[config.mk]
export PLATFORM = sky130hd
export DESIGN_NAME = rsv_reg_bank
export DESIGN_NICKNAME = d
export VERILOG_FILES = /design/src/core/rsv_pkg.sv /design/src/core/rsv_sticky_flag.sv /design/src/core/rsv_reg_bank.sv
export SDC_FILE = /design/constraint.sdc
export NUM_CORES = 1
export LEC_CHECK = 0
export BUFFER_PORTS_ARGS = -buffer_cell sky130_fd_sc_hd__buf_2
export CAP_MARGIN = 20
export CORE_AREA = 2 2 109 111
export DETAILED_ROUTE_END_ITERATION = 6
export DIE_AREA = 0 0 111 113
export GPL_ROUTABILITY_DRIVEN = 0
export RECOVER_POWER = 25
export SYNTH_ARGS = -nofsm -noshare
export SYNTH_HDL_FRONTEND = slang
export SYNTH_SLANG_ARGS = --single-unit
[constraint.sdc]
create_clock -name clock -period 4.4 [get_ports clock]
set_clock_uncertainty 0.2 [all_clocks]
set_input_delay 1.1 -clock clock [delete_from_list [all_inputs] [get_ports clock]]
set_output_delay 1.1 -clock clock [all_outputs]
set_load 0.01 [all_outputs]
[src/core/rsv_pkg.sv]
// constants for the regulator status, identity and preset register bank
// assumes a byte-wide register access port driven by a serial bus engine

package rsv_pkg;

    // ------------------------------------------------------------------
    // register offsets
    // ------------------------------------------------------------------
    localparam logic [7:0] RSV_ADDR_CTRL  = 8'h01;
    localparam logic [7:0] RSV_ADDR_FAULT = 8'h02;
    localparam logic [7:0] RSV_ADDR_ID    = 8'h03;
    localparam logic [7:0] RSV_ADDR_PLOW  = 8'h04;
    localparam logic [7:0] RSV_ADDR_PHIGH = 8'h05;

    // ------------------------------------------------------------------
    // field positions
    // ------------------------------------------------------------------
    localparam int RSV_FAULT_NG_BIT   = 0;
    localparam int RSV_FAULT_OT_BIT   = 1;
    localparam int RSV_CTRL_RANGE_BIT = 6;
    localparam int RSV_ID_MAKER_LSB   = 4;
    localparam int RSV_ID_MAJOR_LSB   = 2;
    localparam int RSV_ID_MINOR_LSB   = 0;

    // ------------------------------------------------------------------
    // values after reset, and the value read from unmapped offsets
    // ------------------------------------------------------------------
    localparam logic [7:0] RSV_FAULT_RST = 8'h00;
    localparam logic [7:0] RSV_CTRL_RST  = 8'h00;
    localparam logic [6:0] RSV_PLOW_RST  = 7'h3c;
    localparam logic [6:0] RSV_PHIGH_RST = 7'h42;
    localparam logic [7:0] RSV_RD_UNMAP  = 8'h00;

    // ------------------------------------------------------------------
    // target voltage arithmetic, millivolts
    // ------------------------------------------------------------------
    localparam logic [12:0] RSV_BASE_LOW_MV  = 13'h708;
    localparam logic [12:0] RSV_BASE_HIGH_MV = 13'h7e9;
    localparam logic [12:0] RSV_STEP_MV      = 13'h019;

endpackage : rsv_pkg

[src/core/rsv_sticky_flag.sv]
// one sticky fault flag that clears on read once its condition is gone
// assumes the condition input is synchronous to clock

`timescale 1ns/1ps

module rsv_sticky_flag
    import rsv_pkg::*;
(
    input  wire logic clock,
    input  wire logic rst,
    input  wire logic cond,
    input  wire logic rd_clr,
    output logic      flag_r
);

    // ------------------------------------------------------------------
    // flag storage
    // ------------------------------------------------------------------
    logic flag_nxt;

    // a live condition always wins over the read clear, so no event is lost
    always_comb
    begin
        flag_nxt = flag_r;
        if (rd_clr)
        begin
            flag_nxt = 1'b0;
        end
        if (cond)
        begin
            flag_nxt = 1'b1;
        end
    end

    // reset to zero, update every cycle
    always_ff @(posedge clock)
    begin
        if (rst)
        begin
            flag_r <= 1'b0;
        end
        else
        begin
            flag_r <= flag_nxt;
        end
    end

endmodule : rsv_sticky_flag

[src/core/rsv_reg_bank.sv]
// register bank: fault flags, identity, two voltage presets, range bit
// assumes a bus engine hands over decoded byte reads and committed writes

`timescale 1ns/1ps

module rsv_reg_bank
    import rsv_pkg::*;
#(
    parameter logic [3:0] MAKER_CODE = 4'h9,  // arbitrary value
    parameter logic [1:0] MAJOR_REV  = 2'h1,  // arbitrary value
    parameter logic [1:0] MINOR_REV  = 2'h2   // arbitrary value
)
(
    input  wire logic        clock,
    input  wire logic        rst,
    input  wire logic [7:0]  acc_addr,
    input  wire logic [7:0]  acc_wdata,
    input  wire logic        acc_wr,
    input  wire logic        acc_rd,
    output logic      [7:0]  acc_rdata,
    input  wire logic        overtemp_cond,
    input  wire logic        power_not_good_cond,
    input  wire logic        preset_select_pin,
    output logic      [7:0]  control_out,
    output logic             range_high,
    output logic      [6:0]  active_code,
    output logic      [12:0] target_mv,
    output logic             overtemp_flag,
    output logic             output_not_good_flag
);

    // ------------------------------------------------------------------
    // storage and decode
    // ------------------------------------------------------------------
    logic [7:0]  control_r;
    logic [6:0]  preset_low_code_r;
    logic [6:0]  preset_high_code_r;
    logic [7:0]  rdata_r;
    logic [7:0]  rdata_nxt;
    logic [6:0]  code_r;
    logic [12:0] target_r;
    logic [12:0] target_nxt;
    logic [7:0]  fault_view;
    logic [7:0]  id_view;
    logic        fault_rd;
    logic        ot_clr;
    logic        ng_clr;
    logic        ot_flag;
    logic        ng_flag;

    // apart from reset, a read of the fault register is the only thing that clears flags
    assign fault_rd = acc_rd && (acc_addr == RSV_ADDR_FAULT);
    assign ot_clr   = fault_rd && !overtemp_cond;
    assign ng_clr   = fault_rd && !power_not_good_cond;

    // ------------------------------------------------------------------
    // sticky fault flags
    // ------------------------------------------------------------------
    // overtemperature flag, bit 1
    rsv_sticky_flag u_ot_flag
    (
        .clock  (clock),
        .rst    (rst),
        .cond   (overtemp_cond),
        .rd_clr (ot_clr),
        .flag_r (ot_flag)
    );

    // output-not-good flag, bit 0
    rsv_sticky_flag u_ng_flag
    (
        .clock  (clock),
        .rst    (rst),
        .cond   (power_not_good_cond),
        .rd_clr (ng_clr),
        .flag_r (ng_flag)
    );

    // ------------------------------------------------------------------
    // read views
    // ------------------------------------------------------------------
    // fault byte: upper six bits are hardwired zero
    always_comb
    begin
        fault_view                   = RSV_FAULT_RST;
        fault_view[RSV_FAULT_OT_BIT] = ot_flag;
        fault_view[RSV_FAULT_NG_BIT] = ng_flag;
    end

    // identity byte is built from constants, nothing can write it
    always_comb
    begin
        id_view                                         = 8'h00;
        id_view[RSV_ID_MAKER_LSB +: 4]                  = MAKER_CODE;
        id_view[RSV_ID_MAJOR_LSB +: 2]                  = MAJOR_REV;
        id_view[RSV_ID_MINOR_LSB +: 2]                  = MINOR_REV;
    end

    // ------------------------------------------------------------------
    // control register
    // ------------------------------------------------------------------
    // whole byte is kept so software reads back what it wrote
    always_ff @(posedge clock)
    begin
        if (rst)
        begin
            control_r <= RSV_CTRL_RST;
        end
        else if (acc_wr && (acc_addr == RSV_ADDR_CTRL))
        begin
            control_r <= acc_wdata;
        end
    end

    // ------------------------------------------------------------------
    // preset registers
    // ------------------------------------------------------------------
    // low preset; bit 7 of the write data is dropped, not stored
    always_ff @(posedge clock)
    begin
        if (rst)
        begin
            preset_low_code_r <= RSV_PLOW_RST;
        end
        else if (acc_wr && (acc_addr == RSV_ADDR_PLOW))
        begin
            preset_low_code_r <= acc_wdata[6:0];
        end
    end

    // high preset; same shape as the low one
    always_ff @(posedge clock)
    begin
        if (rst)
        begin
            preset_high_code_r <= RSV_PHIGH_RST;
        end
        else if (acc_wr && (acc_addr == RSV_ADDR_PHIGH))
        begin
            preset_high_code_r <= acc_wdata[6:0];
        end
    end

    // ------------------------------------------------------------------
    // read data
    // ------------------------------------------------------------------
    // fault and identity writes fall through here with no storage
    always_comb
    begin
        unique case (acc_addr)
            RSV_ADDR_CTRL:  rdata_nxt = control_r;
            RSV_ADDR_FAULT: rdata_nxt = fault_view;
            RSV_ADDR_ID:    rdata_nxt = id_view;
            RSV_ADDR_PLOW:  rdata_nxt = {1'b0, preset_low_code_r};
            RSV_ADDR_PHIGH: rdata_nxt = {1'b0, preset_high_code_r};
            default:        rdata_nxt = RSV_RD_UNMAP;
        endcase
    end

    // the fault byte is captured before the clear lands, so a read
    // reports the event it is acknowledging
    always_ff @(posedge clock)
    begin
        if (rst)
        begin
            rdata_r <= 8'h00;
        end
        else if (acc_rd)
        begin
            rdata_r <= rdata_nxt;
        end
    end

    // ------------------------------------------------------------------
    // active code and target voltage
    // ------------------------------------------------------------------
    // pin picks the preset, control bit 6 picks the base
    always_comb
    begin
        if (control_r[RSV_CTRL_RANGE_BIT])
        begin
            target_nxt = RSV_BASE_HIGH_MV;
        end
        else
        begin
            target_nxt = RSV_BASE_LOW_MV;
        end
        target_nxt = target_nxt + 13'(code_r * RSV_STEP_MV);
    end

    // code follows the pin one cycle later; target one cycle after that
    always_ff @(posedge clock)
    begin
        if (rst)
        begin
            code_r   <= RSV_PLOW_RST;
            target_r <= 13'(RSV_BASE_LOW_MV + 13'(RSV_PLOW_RST * RSV_STEP_MV));
        end
        else
        begin
            code_r   <= preset_select_pin ? preset_high_code_r
                                          : preset_low_code_r;
            target_r <= target_nxt;
        end
    end

    // ------------------------------------------------------------------
    // outputs
    // ------------------------------------------------------------------
    assign acc_rdata            = rdata_r;
    assign control_out          = control_r;
    assign range_high           = control_r[RSV_CTRL_RANGE_BIT];
    assign active_code          = code_r;
    assign target_mv            = target_r;
    assign overtemp_flag        = ot_flag;
    assign output_not_good_flag = ng_flag;

    // ------------------------------------------------------------------
    // checks
    // ------------------------------------------------------------------
    fault_upper_zero_a: assert property (
        @(posedge clock) disable iff (rst)
        $past(acc_rd) && ($past(acc_addr) == RSV_ADDR_FAULT)
            |-> (acc_rdata[7:2] == 6'h00))
        else $error("fault register upper bits not zero");

    // reset is looked at from the edge that applies it, so the very first
    // clock tick needs no history
    fault_reset_a: assert property (
        @(posedge clock)
        rst |=> (!ot_flag && !ng_flag && (control_r == RSV_CTRL_RST)))
        else $error("flags not cleared by reset");

    overtemp_set_a: assert property (
        @(posedge clock) disable iff (rst)
        overtemp_cond |=> ot_flag)
        else $error("overtemp event did not set flag");

    overtemp_clear_a: assert property (
        @(posedge clock) disable iff (rst)
        fault_rd && ot_flag && !overtemp_cond
            |=> !ot_flag && acc_rdata[RSV_FAULT_OT_BIT])
        else $error("overtemp flag read-clear wrong");

    overtemp_hold_a: assert property (
        @(posedge clock) disable iff (rst)
        ot_flag && !(fault_rd && !overtemp_cond) |=> ot_flag)
        else $error("overtemp flag dropped without a clearing read");

    notgood_set_a: assert property (
        @(posedge clock) disable iff (rst)
        power_not_good_cond |=> ng_flag [*1] ##0 fault_view[RSV_FAULT_NG_BIT])
        else $error("not-good event did not set flag");

    notgood_clear_a: assert property (
        @(posedge clock) disable iff (rst)
        fault_rd && !power_not_good_cond
            |=> !ng_flag)
        else $error("not-good flag not cleared by read");

    identity_read_a: assert property (
        @(posedge clock) disable iff (rst)
        acc_rd && (acc_addr == RSV_ADDR_ID)
            |=> (acc_rdata == {MAKER_CODE, MAJOR_REV, MINOR_REV}))
        else $error("identity read mismatch");

    preset_low_wr_a: assert property (
        @(posedge clock) disable iff (rst)
        acc_wr && (acc_addr == RSV_ADDR_PLOW)
            |=> (preset_low_code_r == $past(acc_wdata[6:0])))
        else $error("low preset write not taken");

    preset_high_wr_a: assert property (
        @(posedge clock) disable iff (rst)
        acc_wr && (acc_addr == RSV_ADDR_PHIGH)
            |=> (preset_high_code_r == $past(acc_wdata[6:0])))
        else $error("high preset write not taken");

    target_low_a: assert property (
        @(posedge clock) disable iff (rst)
        !range_high && $stable(range_high) && !$past(rst)
            |=> (target_mv == 13'(RSV_BASE_LOW_MV + 13'($past(code_r) * RSV_STEP_MV))))
        else $error("low range target wrong");

    target_high_a: assert property (
        @(posedge clock) disable iff (rst)
        range_high && $stable(range_high) && !$past(rst)
            |=> (target_mv == 13'(RSV_BASE_HIGH_MV + 13'($past(code_r) * RSV_STEP_MV))))
        else $error("high range target wrong");

    preset_reset_a: assert property (
        @(posedge clock)
        rst |=> (preset_low_code_r == RSV_PLOW_RST)
                && (preset_high_code_r == RSV_PHIGH_RST))
        else $error("presets not at reset values");

    preset_top_zero_a: assert property (
        @(posedge clock) disable iff (rst)
        $past(acc_rd) && (($past(acc_addr) == RSV_ADDR_PLOW)
                          || ($past(acc_addr) == RSV_ADDR_PHIGH))
            |-> !acc_rdata[7])
        else $error("preset bit 7 not zero");

    code_select_a: assert property (
        @(posedge clock) disable iff (rst)
        preset_select_pin ##1 $stable(preset_high_code_r)
            |-> (active_code == preset_high_code_r))
        else $error("active code ignores select pin");

    code_low_a: assert property (
        @(posedge clock) disable iff (rst)
        !preset_select_pin ##1 $stable(preset_low_code_r)
            |-> (active_code == preset_low_code_r))
        else $error("active code ignores low preset");

    unmapped_zero_a: assert property (
        @(posedge clock) disable iff (rst)
        acc_rd && ((acc_addr == 8'h00) || (acc_addr > RSV_ADDR_PHIGH))
            |=> (acc_rdata == RSV_RD_UNMAP))
        else $error("unmapped read not zero");

    ro_write_a: assert property (
        @(posedge clock) disable iff (rst)
        acc_wr && !acc_rd && !overtemp_cond && !power_not_good_cond
            && ((acc_addr == RSV_ADDR_FAULT) || (acc_addr == RSV_ADDR_ID))
            |=> $stable(fault_view) && $stable(control_r)
                && $stable(preset_low_code_r) && $stable(preset_high_code_r))
        else $error("write to read-only register changed state");

endmodule : rsv_reg_bank

Yosys cells after proc, flatten, opt, wreduce, memory -nomap -nowiden
Index checks and enable logic that the tools add are counted.
{ "word_totals": {"ff_bits": 52, "out_inout_bits": 39, "wordCells": 32} }
{ "classes": {"add_sub_neg": 1, "mux": 7, "reduce_logical": 10, "mul": 1, "eq_ne": 5} }
{ "ops": {"columns": ["op", "count"], "rows": [
  ["case mux 8 bit (5 select lines)", 1],
  ["equality test 8 x 2 -> 1 bit, second input constant", 2],
  ["equality test 8 x 3 -> 1 bit, second input constant", 2],
  ["adder 13 x 12 -> 13 bit", 1],
  ["multiplier 7 x 5 -> 12 bit, second input constant", 1],
  ["equality test 8 x 1 -> 1 bit, second input constant", 1],
  ["two-way mux 8 bit", 1],
  ["two-way mux 7 bit", 1],
  ["logical AND 1 bit", 6],
  ["two-way mux 1 bit", 4],
  ["nonzero test 2 bit", 2],
  ["zero test 1 bit", 2]
]} }

Depth between registers and ports, before layout
Gate-level depths: netlist (run 1).
{ "depth": {"word_depth": 5, "depth_mapped": 10, "depth_no_buf": 10} }

Cells and area by module
From an unflattened synthesis (run 1), not the netlist that was laid out.
{ "unflattened": {"hier_cells": 297, "area_unflattened_um2": 2835.2} }
{ "modules_own_cells": {"columns": ["mod", "n_inst", "cells_per_inst", "area_per_inst_um2"], "rows": [
  ["rsv_reg_bank", 1, 289, 2757.6],
  ["rsv_sticky_flag", 2, 4, 38.8]
]} }

Least setup slack after synthesis (run 1)
Ideal clock, no wire load.
{ "synth_timing": {"path_kind": "flip-flop to flip-flop", "from": "reg control_r[6] (netlist: control_out[6])", "to": "reg target_r[12] (netlist: target_mv[12])", "period_less_slack_ns": 3.304, "t_arrival_ns": 2.984, "path_stages_with_launch": 9, "slack_ns": 1.096, "path_cell_list": "dfxtp_1 > ha_1 > fa_1 > fa_1 > ha_1 > o21ai_0 > a22oi_1 > a41oi_1 > mux2_2"} }
{ "synth_between": {"elab_chain_len": 2} }
{ "synth_lines": {"columns": ["item", "line_no", "rtl"], "rows": [
  ["start, declared", "rsv_reg_bank.sv:35", "logic [7:0] control_r;"],
  ["start signal, assigned", "rsv_reg_bank.sv:111", "control_r <= acc_wdata;"],
  ["two-way mux 8 bit", "rsv_reg_bank.sv:180", "if (control_r[RSV_CTRL_RANGE_BIT])"],
  ["adder 13 x 12 -> 13 bit", "rsv_reg_bank.sv:188", "target_nxt = target_nxt + 13'(code_r * RSV_STEP_MV);"],
  ["end signal, assigned", "rsv_reg_bank.sv:197", "target_r <= 13'(RSV_BASE_LOW_MV + 13'(RSV_PLOW_RST * RSV_STEP_MV));"],
  ["end signal, assigned", "rsv_reg_bank.sv:203", "target_r <= target_nxt;"],
  ["end, declared", "rsv_reg_bank.sv:41", "logic [12:0] target_r;"]
]} }
Every way passes these cells.
A chain may end at the register's enable or synchronous reset.

Final worst setup path (run 1)
Ends and elaborated chain as after synthesis.

==> flow_metrics.py, run 1 <==
metrics = {
    "outcome": {
        "status": "complete, no violations",
    },
    "synth": {
        "synth_top_family_by_area": "simple AND/OR/NAND/NOR gates",
        "synth_xor_area_share_pct": 1.25,
        "ys_seq_area_share_pct": 37.1,
        "synth_area_leader_cell": "dfxtp_1",
        "yosys_warnings": 0,
        "synth_edf_count": 0,
        "synth_area_leaders": "dfxtp_1 (37%), ha_1 (12%), mux2i_1 (8.6%), nor2_1 (5.5%), fa_1 (4.3%)",
        "syn_area_um2": 2810,
        "synth-seq-cells": 52,
        "muxShareOfSynthArea_pct": 10.2,
        "synth-simple-area-share_pct": 16.9,
        "synth.most_common_cell": "dfxtp_1",
        "avgSynthCellArea_um2": 9.61,
        "synthFlopType": "dfxtp_1",
        "yosysTopAreaCellShare_pct": 37.1,
        "syn_nets": 348,
        "synth_async_sr_flop_share_pct": 0,
        "synth-compound-area-share_pct": 12.8,
        "synthAdderAreaFrac_pct": 16.3,
        "synth_common_cells": "dfxtp_1 (52), nor2_1 (41), ha_1 (27)",
        "synth_cell_type_count": 47,
        "postSynthCellCount": 292,
    },
    "global_routing": {
        "gr-total-overflow": 0,
        "grt_max_degree": 57,
        "antenna_found_initial": 0,
        "track_usage_pct": 10.9,
        "grt_pass1_vias": 2243,
        "grt_pass1_wl_mm": 11.1,
    },
    "hold_path": {
        "holdCritPathClass": "register to register",
    },
    "placed_design": {
        "placed_area_um2": 3230,
        "io_buffers": 61,
        "hpwlAfterDp_mm": 5.08,
        "numPlacedInstances": 482,
    },
    "detailed_routing": {
        "drt_iter0_drc": 75,
        "wirelength_mm": 6.72,
        "drc": 0,
        "wl_per_cell_um": 13.7,
        "routed-via-count": 2240,
        "avgViaCountPerCell": 4.57,
        "detail-route-antenna-nets": 0,
        "dr.pass1.iters": 4,
    },
    "cells_and_area": {
        "fin_area_um2": 3370,
        "finalCoreUtilization_pct": 29.9,
        "fin_cells": 490,
        "nNetsFinal": 402,
        "drive_gt1_share_pct": 16.4,
        "antenna_cells": 0,
        "area_delta_synth_final_pct": 20.2,
    },
    "floorplanning": {
        "core_area_um2": 11300,
        "die_h_um": 113,
        "placementRows": 39,
        "start_util_pct": 24.9,
        "io_pins": 62,
        "fp.dieArea_um2": 12500,
        "die_w_um": 111,
    },
    "setup_path": {
        "critPathTopFamily": "adder cells",
        "worstPathRequired_ps": 4380,
        "cp-end-kind": "register",
        "worstPathMaxFanout": 8,
        "crit_type": "register to register",
        "slowest_delay_ps": 500,
        "cp.arrival_ps": 3490,
        "startpoint_type": "register",
        "crit_chain": "ha_1 > fa_1 > fa_1 > ha_1 > o21ai_0 > a22oi_1 > a41oi_1 > mux2_2",
        "path_buf_inv": 0,
        "crit_slowest_cell": "dfxtp_1",
    },
    "sta": {
        "hold_viol": 0,
        "rsz0062_at_grt": "false",
        "max_slew_margin_pct": 31.9,
        "slew_viol_final": 0,
        "fmax_mhz": 285,
        "post-route-period-util_pct": 79.8,
        "fin_tns_setup_ps": 0,
        "min_period_ps": 3510,
        "finalSetupViolCount": 0,
        "worst_pin_slew_ps": 1020,
    },
    "clocking": {
        "cts_buffers": 5,
        "cts_hold_buf": 0,
        "clk_pin_slew_ps": 70,
        "cts_tree": "yes",
        "htree_levels": 2,
        "cts_resized": 0,
        "clk_path_buf_depth": 2,
        "cts_setup_buffers": 0,
        "cts_num_sinks": 52,
        "clock-root-buffer": "clkbuf_16",
        "clk_latency_ps": 290,
    },
    "pwr": {
        "power.density_nw_per_um2": 349,
        "ir_worst_vdd_uv": 167,
        "p_leak_nw": 1.59,
    },
    "job": {
        "max_cap_violations": 0,
    },
}
==> worst reg2reg max path, stage by stage (launching register included) <==
cell	delay [ps]
dfxtp_1	500
ha_1	300
fa_1	470
fa_1	490
ha_1	350
o21ai_0	290
a22oi_1	190
a41oi_1	270
mux2_2	360
==> path summary, 6_finish.rpt <==
kind                        from  slack (ps)       endpoint  cells past startpoint
setup / recovery  control_out[6]         890  target_mv[12]                      8
hold / removal      acc_rdata[6]         250   acc_rdata[6]                      2
setup reg to reg  control_out[6]         890  target_mv[12]                      8
hold reg to reg     acc_rdata[6]         250   acc_rdata[6]                      2
==> final cells by class <==
cell class | instances | area [um^2]
Clock buffer | 6 | 129
Clock inverter | 2 | 38.8
Fill cell | 1209 | 7900
Inverter | 25 | 93.8
Multi-Input combinational cell | 201 | 1610
Sequential cell | 52 | 1040
Tap cell | 143 | 179
Timing Repair Buffer | 61 | 280
==> per-layer routing <==
| layer | wire (um) | GRT usage (%) | up-vias |
|---|---|---|---|
| met1 | 3110 | 13.4 | 1052 |
| met4 | 63 | 2.75 | 0 |
| met3 | 341 | 2.73 | 7 |
| met2 | 3210 | 19.1 | 60 |
| li1 | - | - | 1121 |
| met5 | 0 | 0 | - |
==> registers in the layout (all words and copies together), names as in the netlist <==
signal              cells
target_mv              13
acc_rdata               8
control_out             8
active_code             7
preset_high_code_r      7
preset_low_code_r       7
u_ng_flag.flag_r        1
u_ot_flag.flag_r        1
==> metrics by stage <==
stage / total power, mW / setup slack, ps / hold WS (ps)
3_5_place_dp: 0.749 / 875 / 246
3_3_place_gp: 0.742 / 1040 / 241
6_report: 1.18 / 888 / 251
2_1_floorplan: 0.675 / 1100 / 250
4_1_cts: 1.20 / 884 / 255
5_1_grt: 1.25 / 732 / 274
==> layout by cell type, fill, tap and decap left out, types with 2 or more instances in the layout <==
master / n
a211o_1: 10
a21boi_0: 2
a21oi_1: 7
a22o_1: 2
a22oi_1: 4
a2bb2oi_1: 3
a31oi_1: 2
and2_1: 2
buf_2: 41
clkbuf_1: 21
clkbuf_16: 5
dfxtp_1: 52
fa_1: 6
ha_1: 27
inv_1: 25
mux2_2: 4
mux2i_1: 24
nand2_1: 5
nand2b_1: 4
nand3_1: 3
nand4b_1: 4
nor2_1: 41
nor2b_1: 10
nor3_1: 3
nor3b_1: 5
nor4b_1: 2
o21ai_0: 5
o21ai_1: 3
o21bai_1: 3
o22ai_1: 2
xnor2_1: 2
xor2_1: 2
==> logic make-up (layout without fill, tap and decap cells) <==
family                   Yosys count  count (layout)
AND/OR/NAND/NOR                   87              87
flip-flops                        52              52
AO/OA/AOI/OAI                     49              49
buffers and inverters             39              94
adder cells (fa/ha/maj)           33              33
multiplexers                      28              28
XOR/XNOR                           4               4
==> power by group <==
| group | leakage [nW] | switching, mW | internal (mW) | total [mW] |
|---|---|---|---|---|
| Combinational | 1.09 | 0.131 | 0.0959 | 0.227 |
| Clock | 0.0815 | 0.174 | 0.271 | 0.445 |
| Sequential | 0.424 | 0.0102 | 0.495 | 0.506 |
| Total | 1.59 | 0.315 | 0.862 | 1.18 |
(Power assumes the default switching activity.)
==> run 2, diff against run 1 <==
Settings changed: ABC_AREA set to 1, CORE_AREA 2 2 109 111 to 2 2 112 114, DIE_AREA 0 0 111 113 to 0 0 114 116.
Clock period 4.4 ns to 3.1 ns, I/O delays scaled along.
==> run 2 against run 1 <==
Net effect: the flow now finishes with violations (setup timing); sequential cell count did not move; synthesized area increased by 4.3%; cell area increased by 7.0%; cell count is 20% higher; register-to-register slack worse by 910 ps; highest routed layer unchanged; total power is 43% higher; via count rose by 17%; synthesized cell count increased by 27%; wire length grew 11%; maximum frequency up 13%.
==> flow_metrics.py, run 2 <==
metrics = {
    "detailed_routing": {
        "wl_per_cell_um": 12.7,
        "avgViaCountPerCell": 4.46,
        "dr.pass1.iters": 4,
        "drc": 0,
        "routed-via-count": 2625,
        "drt_iter0_drc": 158,
        "wirelength_mm": 7.45,
        "detail-route-antenna-nets": 0,
    },
    "sta": {
        "worst_pin_slew_ps": 1190,
        "fin_tns_setup_ps": -31.7,
        "finalSetupViolCount": 2,
        "min_period_ps": 3120,
        "post-route-period-util_pct": 101,
        "fmax_mhz": 320,
        "slew_viol_final": 0,
        "layout_setup_ws_ps": -21.4,
        "hold_viol": 0,
        "max_slew_margin_pct": 20.7,
    },
    "floorplanning": {
        "start_util_pct": 24.6,
        "die_w_um": 114,
        "die_h_um": 116,
        "fp.dieArea_um2": 13200,
        "placementRows": 40,
        "core_area_um2": 11900,
        "io_pins": 62,
    },
    "synth": {
        "synth-simple-area-share_pct": 28.0,
        "ys_seq_area_share_pct": 35.6,
        "muxShareOfSynthArea_pct": 0,
        "synthFlopType": "dfxtp_1",
        "synth_cell_type_count": 34,
        "syn_nets": 426,
        "yosys_warnings": 0,
        "synthAdderAreaFrac_pct": 15.7,
        "synth_edf_count": 0,
        "synth.most_common_cell": "nand2_1",
        "synth_async_sr_flop_share_pct": 0,
        "postSynthCellCount": 370,
        "yosysTopAreaCellShare_pct": 35.6,
        "synth-compound-area-share_pct": 10.9,
        "synth-seq-cells": 52,
        "synth_top_family_by_area": "simple AND/OR/NAND/NOR gates",
        "synth_area_leaders": "dfxtp_1 (36%), ha_1 (12%), nand2_1 (8.5%), nand3_1 (6.5%), inv_1 (6.3%)",
        "synth_common_cells": "nand2_1 (66), dfxtp_1 (52), inv_1 (49)",
        "syn_area_um2": 2930,
        "synth_xor_area_share_pct": 0.898,
        "avgSynthCellArea_um2": 7.91,
        "synth_area_leader_cell": "dfxtp_1",
    },
    "clocking": {
        "cts_tree": "yes",
        "htree_levels": 2,
        "clk_path_buf_depth": 2,
        "cts_num_sinks": 52,
        "cts_buffers": 5,
        "clk_latency_ps": 290,
        "clk_pin_slew_ps": 70,
        "clock-root-buffer": "clkbuf_16",
    },
    "placed_design": {
        "io_buffers": 61,
        "hpwlAfterDp_mm": 5.84,
    },
    "global_routing": {
        "antenna_found_initial": 0,
        "grt_max_degree": 30,
        "grt_pass1_vias": 2461,
        "gr-total-overflow": 0,
        "grt_pass1_wl_mm": 12.0,
        "track_usage_pct": 11.5,
    },
    "pwr": {
        "ir_worst_vdd_uv": 223,
        "switching_share_pct": 30.7,
        "p_switching_mw": 0.519,
        "pwr-share-clk_pct": 33.4,
        "power_mw": 1.69,
        "seq_power_share_pct": 42.5,
        "intPower_mw": 1.17,
        "p_leak_nw": 1.78,
        "combPwrFrac_pct": 24.1,
        "power.density_nw_per_um2": 468,
    },
    "cells_and_area": {
        "antenna_cells": 0,
        "mostFrequentLayoutCell": "nand2_1",
        "finalCoreUtilization_pct": 30.3,
        "drive_gt1_share_pct": 21.5,
        "largest_register_ffs": 13,
        "area_delta_synth_final_pct": 23.4,
        "mostFrequentLayoutCells": "nand2_1 (65), dfxtp_1 (51), inv_1 (49), buf_2 (46), nand3_1 (38)",
        "nNetsFinal": 496,
    },
    "setup_path": {
        "r2r-start": "active_code[3]",
        "slowest_delay_ps": 560,
        "worstPathMaxFanout": 3,
        "cp-end-kind": "register",
        "crit_chain": "ha_1 > fa_1 > fa_1 > ha_4 > inv_1 > nor3_1 > nand2_1 > nand2_2 > nand3b_1 > nand3_1 > nand3_1",
        "crit_slowest_cell": "fa_1",
        "cp.arrival_ps": 3050,
        "cp-startpoint": "active_code[3]",
        "worstPathRequired_ps": 3030,
        "crit_type": "register to register",
        "startpoint_type": "register",
    },
    "hold_path": {
        "holdCritPathClass": "register to register",
        "hold_start": "acc_rdata[7]",
    },
    "job": {
        "max_cap_violations": 0,
    },
    "outcome": {
        "failed_checks": "setup timing",
        "status": "finished with violations",
    },
}
-- run 2: what timing repair did --
| item | in CTS | in global routing |
|---|---|---|
| setup buffers | 0 | 1 |
| pin swaps | 1 | 5 |
| resized for setup | 1 | 7 |
| hold endpoints to repair | 0 | 0 |
| endpoints found under the setup margin | 2 | 6 |
| hold buffers | 0 | 0 |
-- run 2: final cells by class --
type | count | area, um^2
Clock inverter | 3 | 22.5
Timing Repair Buffer | 72 | 365
Sequential cell | 52 | 1040
Multi-Input combinational cell | 255 | 1660
Clock buffer | 5 | 125
Inverter | 54 | 206
Tap cell | 147 | 184
Fill cell | 1304 | 8300
-- run 2: cells by family after synthesis --
family | count (synthesis)
buffers and inverters | 63
AO/OA/AOI/OAI | 54
XOR/XNOR | 3
adder cells (fa/ha/maj) | 33
AND/OR/NAND/NOR | 165
flip-flops | 52
-- run 2: worst max-delay path, delay by kind of cell, from the launching register on --
kind | cells | cell delay, ps
adders and majority gates | 4 | 1610
buffers and inverters | 1 | 50
DFF | 1 | 330
and+or+nand+nor | 6 | 740
-- run 2: power groups by stage --
stage / Combinational, mW / Clock (mW) / Sequential, mW
final: 0.407 / 0.564 / 0.717
after detailed placement: 0.375 / 0 / 0.732
after global placement: 0.369 / 0 / 0.731
after global routing: 0.458 / 0.614 / 0.721
after CTS: 0.388 / 0.582 / 0.716
after floorplan: 0.234 / 0 / 0.753
-- run 2: metrics by stage --
| stage | instances | area, um^2 | hold slack (ps) | setup WS (ps) |
|---|---|---|---|---|
| finish | 588 | 3610 | 269 | -21.4 |
| global route | 588 | 3610 | 302 | -123 |
| CTS | 587 | 3590 | 266 | 15.3 |
| detailed placement | 579 | 3430 | 255 | 5.32 |
| global placement | 579 | 3430 | 258 | 67.2 |
| floorplan | 370 | 2930 | 238 | 28.8 |
-- run 2: metal layers --
layer / track usage, % / routed length, um
met4: 2.52 / 74
met2: 18.7 / 3480
met5: 0 / 0
met1: 15.7 / 3640
met3: 2.56 / 264
-- run 2: path summary, 6_finish.rpt --
path | slack, ps | cells after the start | to
worst max register to register | -20 | 11 | target_mv[11]
worst min register to register | 270 | 2 | acc_rdata[7]
worst min-delay path | 270 | 2 | acc_rdata[7]
worst max-delay path | -20 | 11 | target_mv[11]
==> run 3, diff against run 2 <==
Settings changed: CORE_AREA 2 2 112 114 to 2 2 81 83, DIE_AREA 0 0 114 116 to 0 0 83 85, PLACE_DENSITY set to 0.74.
==> run 3 against run 2 <==
Net effect: the flow now finishes without violations; global-route usage rose by 8.3 points; sequential share of layout area rose by 1.0 points; register-to-register slack improved by 100 ps; non-clock buffer count fell by 3; clock-buffer cell count rose by 2; sequential cell count did not move; die area fell by 47%; wire length fell by 5.7%; sequential power barely moved; cell area fell by 2.7%; critical endpoint is now target_mv[7]; largest cell class unchanged.
==> flow_metrics.py, run 3 (same netlist as run 2, synthesis figures left out) <==
metrics = {
    "placed_design": {
        "placed_area_um2": 3330,
        "io_buffers": 61,
        "numPlacedInstances": 507,
        "hpwlAfterDp_mm": 5.33,
    },
    "outcome": {
        "status": "complete, no violations",
    },
    "global_routing": {
        "gr-total-overflow": 0,
        "track_usage_pct": 19.8,
        "grt_pass1_wl_mm": 11.3,
        "antenna_found_initial": 0,
        "grt_pass1_vias": 2512,
        "grt_max_degree": 30,
    },
    "setup_path": {
        "crit_chain": "ha_4 > fa_1 > fa_1 > ha_4 > inv_1 > nor3_2 > nand2_1 > nand2_2 > xor2_1 > or2_2",
        "crit_type": "register to register",
        "critPathTopFamily": "adder cells",
        "crit_slowest_cell": "fa_1",
        "cp-end-kind": "register",
        "worstPathRequired_ps": 3110,
        "startpoint_type": "register",
        "slowest_delay_ps": 560,
        "worstPathMaxFanout": 4,
        "worst_r2r_path_depth": 10,
        "r2r-end": "target_mv[7]",
        "r2r_slack_ps": 80,
        "path_buf_inv": 1,
        "cp.arrival_ps": 3030,
        "r2r-start": "control_out[6]",
    },
    "hold_path": {
        "holdCritPathClass": "register to register",
        "hold_start": "acc_rdata[4]",
        "holdPathStages": 2,
        "hold_end": "acc_rdata[4]",
    },
    "detailed_routing": {
        "routed-via-count": 2631,
        "wl_per_cell_um": 13.6,
        "drc": 0,
        "drt_iter0_drc": 99,
        "wirelength_mm": 7.03,
        "detail-route-antenna-nets": 0,
        "dr.pass1.iters": 4,
        "avgViaCountPerCell": 5.11,
    },
    "cells_and_area": {
        "mostFrequentLayoutCell": "nand2_1",
        "largest_register_ffs": 13,
        "fin_area_um2": 3510,
        "antenna_cells": 0,
        "regArea_um2": 1050,
        "multiInputGateArea_um2": 1720,
        "mostFrequentLayoutCells": "nand2_1 (65), inv_1 (49), dfxtp_1 (49), buf_2 (46), nand3_1 (38)",
        "nNetsFinal": 493,
        "drive_gt1_share_pct": 22.6,
        "area_delta_synth_final_pct": 20.0,
        "fin_cells": 515,
        "fill_cells": 584,
    },
    "clocking": {
        "clk_pin_slew_ps": 90,
        "cts_tree": "yes",
        "cts_hold_buf": 0,
        "clk_latency_ps": 310,
        "clock-root-buffer": "clkbuf_8",
        "clk_path_buf_depth": 2,
        "cts_buffers": 5,
        "cts_num_sinks": 52,
        "htree_levels": 2,
    },
    "floorplanning": {
        "start_util_pct": 47.1,
        "placementRows": 29,
        "io_pins": 62,
        "die_w_um": 83,
        "fp.dieArea_um2": 7060,
        "core_area_um2": 6200,
        "die_h_um": 85,
    },
    "pwr": {
        "seq_power_share_pct": 46.3,
        "p_leak_nw": 1.75,
        "switching_share_pct": 32.1,
        "ir_worst_vdd_uv": 339,
        "power.density_nw_per_um2": 442,
        "combPwrFrac_pct": 27.1,
        "intPower_mw": 1.05,
        "pwr-share-clk_pct": 26.6,
        "power_mw": 1.55,
        "p_switching_mw": 0.497,
    },
    "sta": {
        "fmax_mhz": 331,
        "min_period_ps": 3020,
        "fin_tns_setup_ps": 0,
        "max_slew_margin_pct": 22.4,
        "slew_viol_final": 0,
        "finalSetupViolCount": 0,
        "holdWs_ps": 269,
        "post-route-period-util_pct": 97.4,
        "worst_pin_slew_ps": 1160,
        "hold_viol": 0,
    },
    "job": {
        "max_cap_violations": 0,
    },
}
-- run 3: cell types whose count changed in the layout (fill, tap and decap cells not counted), moves of 2 or more --
cell,previous run,this run
buf_4,10,8
clkbuf_8,0,6
ha_4,2,5
dfxtp_4,0,2
dfxtp_1,51,49
ha_1,25,21
clkbuf_16,5,0
-- run 3: worst reg2reg max path, cell delays in order, from the launching register on --
cell and delay, ps:
dfxtp_4 370, ha_4 240, fa_1 560, fa_1 460
ha_4 310, inv_1 60, nor3_2 190, nand2_1 80
nand2_2 110, xor2_1 70, or2_2 260
-- run 3: area by class of cell --
type | instances | area share [%]
Inverter | 54 | 5.88
Tap cell | 77 | 2.75
Sequential cell | 52 | 29.9
Timing Repair Buffer | 69 | 9.88
Multi-Input combinational cell | 255 | 48.9
Clock buffer | 7 | 2.46
Clock inverter | 1 | 0.214
-- run 3: power by group through the flow --
stage | Sequential (mW) | Clock, mW | Combinational, mW
finish | 0.718 | 0.412 | 0.420
global route | 0.721 | 0.448 | 0.469
CTS | 0.717 | 0.417 | 0.389
detailed placement | 0.733 | 0 | 0.373
global placement | 0.731 | 0 | 0.363
floorplan | 0.753 | 0 | 0.234
-- run 3: per-stage QoR --
step / setup WS, ps / utilization [%]
finish: 80.2 / 56.6
global placement: 70.3 / 53.7
detailed placement: -49.1 / 53.7
CTS: 6.81 / 55.5
global route: -42.7 / 56.6
floorplan: 28.8 / -
-- run 3: timing repair --
item / in CTS / in global routing
pin swaps: 2 / 5
setup buffers: 0 / 0
resized for setup: 3 / 17
setup endpoints to repair: 4 / 5
gates cloned: 0 / 0
-- run 3: how the worst max path moves through the flow --
stage | start | to | slack (ps) | cells after the start
floorplan | control_out[6] | target_mv[7] | 30 | 10
global placement | active_code[2] | target_mv[7] | 70 | 10
detailed placement | active_code[3] | target_mv[12] | -50 | 13
CTS | active_code[3] | target_mv[12] | 7 | 13
global route | control_out[6] | target_mv[11] | -40 | 11
finish | control_out[6] | target_mv[7] | 80 | 10
-- run 3: routing by layer --
metal	GRT usage [%]	vias to the layer above	part of all wire, %
met5	0	-	0
met4	5.07	0	1.8
met3	4.77	14	5.4
met2	36.7	75	52
met1	22.9	1198	41
li1	-	1344	-
